==> config.mk <==
export PLATFORM = sky130hd
export DESIGN_NAME = iocd_top
export DESIGN_NICKNAME = d
export VERILOG_FILES = /design/src/iocd_pkg.sv /design/src/iocd_top.sv /design/src/iocd_decode.sv
export SDC_FILE = /design/constraint.sdc
export NUM_CORES = 1
export LEC_CHECK = 0
export BUFFER_PORTS_ARGS = -buffer_cell sky130_fd_sc_hd__buf_4
export CORE_UTILIZATION = 45
export CTS_BUF_LIST = sky130_fd_sc_hd__clkbuf_8 sky130_fd_sc_hd__clkbuf_16
export DETAILED_ROUTE_END_ITERATION = 16
export GPL_ROUTABILITY_DRIVEN = 0
export PLACE_DENSITY = 0.74
export SLEW_MARGIN = 20
export SYNTH_ARGS = -nofsm -noshare
export SYNTH_HDL_FRONTEND = slang
export SYNTH_SLANG_ARGS = --single-unit
==> constraint.sdc <==
create_clock -name sys_clk -period 4.85 [get_ports sys_clk]
set_clock_uncertainty 0.1 [all_clocks]
set_input_delay 0.2425 -clock sys_clk [delete_from_list [all_inputs] [get_ports sys_clk]]
set_output_delay 0.2425 -clock sys_clk [all_outputs]
set_load 0.03 [all_outputs]
==> src/iocd_pkg.sv <==
// iocd_pkg: constants and carrier types for the data-space address decoder
// assumes: 16-bit data addresses from the core, 8-bit data
package iocd_pkg;

   // ************************************************************
   // address map
   // ************************************************************
   localparam logic [15:0] IO_WIN_SIZE   = 16'h0040;  // direct i/o window, 64 locations
   localparam logic [15:0] IO_DATA_BASE  = 16'h0020;  // i/o window seen through memory accesses
   localparam logic [15:0] EXT_IO_FIRST  = 16'h0060;
   localparam logic [15:0] EXT_IO_LAST   = 16'h00ff;
   localparam logic [15:0] RAM_NORM_BASE = 16'h0100;  // first address above extended i/o
   localparam logic [15:0] RAM_COMP_BASE = 16'h0060;  // predecessor ram start
   localparam logic [15:0] RAM_SIZE      = 16'h0400;

   // ************************************************************
   // interrupt vector counts
   // ************************************************************
   localparam logic [5:0]  VEC_NORM_CNT  = 6'h1c;
   localparam logic [5:0]  VEC_COMP_CNT  = 6'h14;

   // ************************************************************
   // carrier types
   // ************************************************************
   typedef enum logic [1:0] {
      IOCD_TGT_NONE = 2'b00,
      IOCD_TGT_IO   = 2'b01,
      IOCD_TGT_EXT  = 2'b10,
      IOCD_TGT_RAM  = 2'b11
   } iocd_tgt_t;

   typedef struct packed {
      logic        vld;
      logic        io_instr;  // 1: direct i/o instruction, 0: load/store
      logic        wr;
      logic [15:0] addr;
      logic [7:0]  wdata;
   } iocd_req_t;

   typedef struct packed {
      iocd_tgt_t   tgt;
      logic        wr;
      logic [15:0] addr;      // offset within the selected target; extended i/o keeps the full address
      logic [7:0]  wdata;
   } iocd_sel_t;

endpackage

==> src/iocd_top.sv <==
// iocd_top: data-space decoder between core access path and i/o, extended i/o and ram
// assumes: core presents one access per cycle; fuse level is a static pin
`timescale 1ns/100ps
`default_nettype none
module iocd_top (
   // clock and reset
   input  wire logic                sys_clk,
   input  wire logic                srst,
   // fuse pin, high when programmed
   input  wire logic                legacy_compat_fuse,
   // core access
   input  wire iocd_pkg::iocd_req_t core_req,
   // routed access, registered
   output var iocd_pkg::iocd_sel_t  sel_r,
   output logic                     compat_mode_r,
   output logic                     ext_io_en_r,
   output logic [5:0]               vec_count_r,
   output logic                     map_ready_r
);
   // ************************************************************
   // fuse sampling
   // ************************************************************
   logic               fuse_s1_r;
   logic               fuse_s2_r;
   logic               sampled_r;
   iocd_pkg::iocd_sel_t sel_nxt;
   iocd_pkg::iocd_req_t req_gated;

   always_ff @(posedge sys_clk) begin
      fuse_s1_r <= legacy_compat_fuse;
      fuse_s2_r <= fuse_s1_r;
   end

   // latched once after reset release so the map cannot shift mid-program
   always_ff @(posedge sys_clk) begin
      if (srst) begin
         sampled_r     <= 1'b0;
         compat_mode_r <= 1'b0;
      end else if (!sampled_r) begin
         sampled_r     <= 1'b1;
         compat_mode_r <= fuse_s2_r;
      end
   end

   always_ff @(posedge sys_clk) begin
      if (srst) begin
         map_ready_r <= 1'b0;
         ext_io_en_r <= 1'b0;
         vec_count_r <= 6'h00;
      end else begin
         map_ready_r <= sampled_r;
         ext_io_en_r <= sampled_r && !compat_mode_r;
         vec_count_r <= !sampled_r ? 6'h00 :
                        (compat_mode_r ? iocd_pkg::VEC_COMP_CNT : iocd_pkg::VEC_NORM_CNT);
      end
   end

   // ************************************************************
   // decode
   // ************************************************************
   // accesses before the map is chosen are dropped
   always_comb begin
      req_gated     = core_req;
      req_gated.vld = core_req.vld && sampled_r;
   end

   iocd_decode u_decode (
      .req    (req_gated),
      .compat (compat_mode_r),
      .sel    (sel_nxt)
   );

   always_ff @(posedge sys_clk) begin
      if (srst) begin
         sel_r <= '0;
      end else begin
         sel_r <= sel_nxt;
      end
   end
endmodule // iocd_top
`default_nettype wire

==> src/iocd_decode.sv <==
// iocd_decode: combinational address classifier for one access
// assumes: mode is stable while accesses run
`timescale 1ns/100ps
`default_nettype none
module iocd_decode (
   // access in
   input  wire iocd_pkg::iocd_req_t req,
   input  wire logic                compat,
   // selection out
   output var iocd_pkg::iocd_sel_t  sel
);
   logic [15:0] mem_addr;

   always_comb begin
      mem_addr  = req.addr;
      sel.tgt   = iocd_pkg::IOCD_TGT_NONE;
      sel.wr    = req.wr;
      sel.wdata = req.wdata;
      sel.addr  = 16'h0000;
      if (req.vld && req.io_instr) begin
         // only 64 locations reachable; extended i/o never here
         if (req.addr < iocd_pkg::IO_WIN_SIZE) begin
            sel.tgt  = iocd_pkg::IOCD_TGT_IO;
            sel.addr = req.addr;
         end
      end else if (req.vld) begin
         if (mem_addr >= iocd_pkg::IO_DATA_BASE && mem_addr < iocd_pkg::EXT_IO_FIRST) begin
            sel.tgt  = iocd_pkg::IOCD_TGT_IO;
            sel.addr = mem_addr - iocd_pkg::IO_DATA_BASE;
         end else if (!compat && mem_addr >= iocd_pkg::EXT_IO_FIRST
                      && mem_addr <= iocd_pkg::EXT_IO_LAST) begin
            sel.tgt  = iocd_pkg::IOCD_TGT_EXT;
            sel.addr = mem_addr;
         end else if (!compat && mem_addr >= iocd_pkg::RAM_NORM_BASE
                      && mem_addr < 16'(iocd_pkg::RAM_NORM_BASE + iocd_pkg::RAM_SIZE)) begin
            sel.tgt  = iocd_pkg::IOCD_TGT_RAM;
            sel.addr = mem_addr - iocd_pkg::RAM_NORM_BASE;
         end else if (compat && mem_addr >= iocd_pkg::RAM_COMP_BASE
                      && mem_addr < 16'(iocd_pkg::RAM_COMP_BASE + iocd_pkg::RAM_SIZE)) begin
            // extended range becomes ram storage
            sel.tgt  = iocd_pkg::IOCD_TGT_RAM;
            sel.addr = mem_addr - iocd_pkg::RAM_COMP_BASE;
         end
      end
   end
endmodule // iocd_decode
`default_nettype wire

==> Word level (Yosys, flattened, before mapping) <==
Index checks and enable logic that the tools add are counted.
{ "totals": {"elab_cells": 51, "ff_bits": 39, "out_inout_bits": 36} }
{ "op_classes": {"n_reduce_logical": 12, "magnitude_cmp": 8, "bitwise": 1, "mux": 16, "n_addsub": 3} }
{ "ops": {"columns": ["op", "count"], "rows": [
  ["16-bit two-way mux", 7],
  ["16-bit by 11-bit < comparator with 1-bit output, second input constant", 2],
  ["16-bit by 7-bit < comparator with 1-bit output, second input constant", 2],
  ["16-bit by 6-bit greater-or-equal comparator with 1-bit output, second input constant", 1],
  ["16-bit by 7-bit greater-or-equal comparator with 1-bit output, second input constant", 1],
  ["16-bit by 9-bit greater-or-equal comparator with 1-bit output, second input constant", 1],
  ["16-bit by 8-bit less-or-equal comparator with 1-bit output, second input constant", 1],
  ["16-bit by 6-bit subtractor with 16-bit output, second input constant", 1],
  ["16-bit by 7-bit subtractor with 16-bit output, second input constant", 1],
  ["16-bit by 9-bit subtractor with 16-bit output, second input constant", 1],
  ["2-bit two-way mux", 6],
  ["1-bit logical AND", 10],
  ["4-bit two-way mux", 1],
  ["1-bit two-way mux", 2],
  ["2-bit OR reduction", 1],
  ["1-bit zero test", 1],
  ["1-bit NOT", 1]
]} }

==> Logic depth before layout (Yosys ltp) <==
{ "logic_depth": {"depth_word": 9, "ltp_mapped": 10, "mapped_depth_nobuf": 8} }

==> Cells and area by module <==
From an unflattened synthesis, not the netlist that was laid out.
{ "hier_totals": {"cells_unflattened": 234, "area_unflattened_um2": 1948.1} }
{ "by_module_without_submodules": {"columns": ["mod", "area_per_inst_um2", "instances", "cells_per_inst", "seq_area_each_um2"], "rows": [
  ["iocd_top", 974.7, 1, 78, 700.7],
  ["iocd_decode", 973.4, 1, 156, 0.0]
]} }

==> Least setup slack after synthesis <==
Ideal clock, no wire load.
{ "synth_timing": {"path_kind": "input port to flip-flop", "from": "input port core_req[16] (netlist bit)", "to": "register sel_r[16] (netlist bit)", "t_required_ns": 4.670, "setup_time_ns": 0.080, "path_stages": 10, "t_arrival_ns": 2.367, "setup_slack_ns": 2.303, "path_cell_list": "clkbuf_1 > inv_1 > ha_1 > or3b_2 > o2111ai_1 > or4_1 > buf_2 > nor2_1 > a221oi_1 > a211oi_2"} }
{ "synth_via": {"elab_chain_cells": 9, "word_cells_on_any_way": 25, "cone_classes": "add/sub (3); order compare (8); mux (7); reduce/logical (7)"} }
{ "synth_lines": {"columns": ["item", "line", "text"], "rows": [
  ["start, declared", "iocd_top.sv:12", "input wire iocd_pkg::iocd_req_t core_req,"],
  ["16-bit by 7-bit greater-or-equal comparator with 1-bit output", "iocd_decode.sv:30, iocd_decode.sv:38", null],
  ["1-bit logical AND", "iocd_decode.sv:38", "end else if (compat && mem_addr >= iocd_pkg::RAM_COMP_BASE"],
  ["1-bit logical AND", "iocd_decode.sv:39", "&& mem_addr < 16'(iocd_pkg::RAM_COMP_BASE + iocd_pkg::RAM_SIZE)) begin"],
  ["16-bit two-way mux", "iocd_decode.sv:38", null],
  ["16-bit two-way mux", "iocd_decode.sv:34", "end else if (!compat && mem_addr >= iocd_pkg::RAM_NORM_BASE"],
  ["16-bit two-way mux", "iocd_decode.sv:30", "end else if (!compat && mem_addr >= iocd_pkg::EXT_IO_FIRST"],
  ["16-bit two-way mux", "iocd_decode.sv:27", "if (mem_addr >= iocd_pkg::IO_DATA_BASE && mem_addr < iocd_pkg::EXT_IO_FIRST) begin"],
  ["16-bit two-way mux", "iocd_decode.sv:26", "end else if (req.vld) begin"],
  ["16-bit two-way mux *", "iocd_decode.sv:20", "if (req.vld && req.io_instr) begin"],
  ["end signal, assigned", "iocd_top.sv:77", "sel_r <= sel_nxt;"],
  ["end, declared", "iocd_top.sv:14", "output var iocd_pkg::iocd_sel_t sel_r,"]
]} }
Mark *: on every way between the ends. The rest lies on a longest branch, timed or not.
A chain may end at the register's enable or synchronous reset.

==> Worst setup path after layout <==
Same ends and word-level chain as after synthesis.

==> impl_metrics.toml <==
[yosys]
synth_edf_count = 0
synth_top_cell_by_area = "dfxtp_1"
ys_seq_area_share_pct = 40.6
yosys_register_bits = 35
synthFlopType = "dfxtp_1"
synth_area_um2 = 1720
ys.warnings.count = 0
avgSynthCellArea_um2 = 9.12
yosysUniqueCellTypes = 54
async_flop_share_pct = 0
synth.area.top_cells = "dfxtp_1 41%, nor2b_1 5.1%, ha_1 4.4%"
netlist.area_leader.share_pct = 40.6
synthCells = 189

[setup_path]
arrival_ps = 2520
crit_required_ps = 4960
crit_start = "core_req[16]"
worstSetupPathType = "primary input to flip-flop"
r2r-start = "compat_mode_r"
cp_max_fo = 10
critPathCaptureType = "flip-flop"
worstSetupStartpointType = "primary input"

[global_routing]
overflow = 0
grt.total_usage_pct = 20.8
first_global_vias = 1433
antenna_found_initial = 0
grt_pass1_wl_um = 6600
grt_max_degree = 21

[layout]
nFillCells = 327
stdcell_count = 295
area_delta_synth_final_pct = 33.2
register_area_um2 = 701
num_antenna_cells = 0
drive_gt1_share_pct = 32.8
multi_input_area_um2 = 907
final_cell_mix = "62 x buf_4, 35 x dfxtp_1, 14 x nor2b_1"
final_common_cell = "buf_4"
fin_nets = 282
design_area_um2 = 2300

[floorplanning]
start_util_pct = 47.1
die_x_um = 63.9
die_y_um = 63.9
die_area_um2 = 4080
ios = 66
core.rowCount = 22
placeableCoreArea_um2 = 3660

[place]
place_area_um2 = 2170
portBuffers = 62
hpwl_um = 3030
placed_cells = 286
dpl_worst_slack_ps = 2150

[sta]
tns_ps = 0
rsz0062_at_grt = "false"
max_clock_freq_ghz = 0.414
worst_pin_slew_ps = 925
maxSlewHeadroom_pct = 37.8
period_share_pct = 49.8
final-hold-violation-count = 0
slew_viol_final = 0
holdWs_ps = 57.4
setup_ws_ps = 2430
finalSetupViolCount = 0
fin_crit_ps = 2420

[clock_network]
clk_latency_ps = 290
post_cts_buffers = 0
cts_resized = 0
cts_tree = "done"
clkTransAtPathRegs_ps = 70
numCtsBuffers = 5
cts-root-buf = "clkbuf_8"
cts.sinks = 35
htree_levels = 2
clockBufferDepth = 2

[flow_run]
max_cap_violations = 0

[route]
vias_per_cell = 5.41
final_antenna_net_count = 0
finalWirelength_um = 3980
vias = 1596
first_pass_iters = 4
drcViolationCount = 0
drt_iter0_drc = 51
post_drt_wl_per_cell_um = 13.5

[power_and_ir_drop]
peakVddDrop_mv = 0.115
leakagePower_uw = 0.000976
powerDensity_nw_per_um2 = 282

[min_path]
min-delay-start = "core_req[3]"
holdCritPathClass = "primary input to flip-flop"

[status]
status = "complete, no violations"
[area by class of cell]
type | count | area share, %
Clock inverter | 3 | 1.91
Sequential cell | 35 | 30.5
Clock buffer | 5 | 3.00
Tap cell | 48 | 2.61
Multi-Input combinational cell | 130 | 39.5
Timing Repair Buffer | 63 | 20.7
Inverter | 11 | 1.80
[flip-flops by register name (all words and copies together) (netlist names)]
register,cells
compat_mode_r,1
ext_io_en_r,1
fuse_s1_r,1
fuse_s2_r,1
map_ready_r,1
sampled_r,1
sel_r,27
vec_count_r,2
[Yosys cell counts (all sizes together) (2+ instances only)]
library cell / count
a221o: 2
nor4: 6
nand2: 8
nor3: 6
dfxtp: 35
nor2: 12
or2: 3
nand4b: 3
inv: 11
nor2b: 14
o21a: 2
o22ai: 3
or4: 2
xnor2: 3
nand4: 2
ha: 6
or3: 3
a21oi: 12
o21ai: 7
buf: 8
clkbuf: 7
a31oi: 2
a21o: 2
and2: 2
a211oi: 8
[power breakdown]
| part | internal (uW) | total [uW] | switching (uW) |
|---|---|---|---|
| combinational | 39.3 | 92.4 | 53.0 |
| clock | 153 | 256 | 104 |
| sequential | 295 | 299 | 3.58 |
[per-stage QoR]
stage               utilization, %  total power, uW
floorplan                        -              360
global placement              59.4              396
detailed placement            59.4              396
CTS                           62.7              654
global route                  62.7              674
finish                        62.7              647
[cell families (layout without fill, tap and decap cells)]
kind of cell / after synthesis / after routing / synth area share, %
simple gates: 67 / 67 / 23.3
compound gates: 50 / 50 / 22.2
flops: 35 / 35 / 40.6
buf+inv: 26 / 82 / 7.18
fa+ha+maj: 6 / 6 / 4.35
xor+xnor: 3 / 3 / 1.52
other cells: 1 / 3 / 0.217
mux: 1 / 1 / 0.581
[metal layers]
layer | vias up | part of all wire [%] | track usage [%]
li1 | 791 | - | -
met5 | - | 0 | 0
met2 | 81 | 46 | 33.0
met1 | 714 | 45 | 25.9
met4 | 0 | 2.7 | 12.2
met3 | 10 | 6.7 | 4.11
[worst paths after layout]
kind / cells after the start / slack [ps] / end
max: 9 / 2430 / sel_r[16]
min: 2 / 60 / sel_r[3]
max reg2reg: 6 / 2690 / sel_r[15]
min reg2reg: 0 / 240 / fuse_s2_r
[timing repair]
item,4_1_cts,5_1_grt
hold buffers,1,0
setup endpoints to repair,0,0
endpoints found under the hold margin,1,0
[critical path, stage by stage]
cell and delay [ps]:
buf_4 160, inv_1 80, ha_1 270, or3b_2 260, o2111ai_1 120, or4_1 520
nor2_1 450, a221oi_1 190, a211oi_2 240
Power figures use the tool's default switching activity.
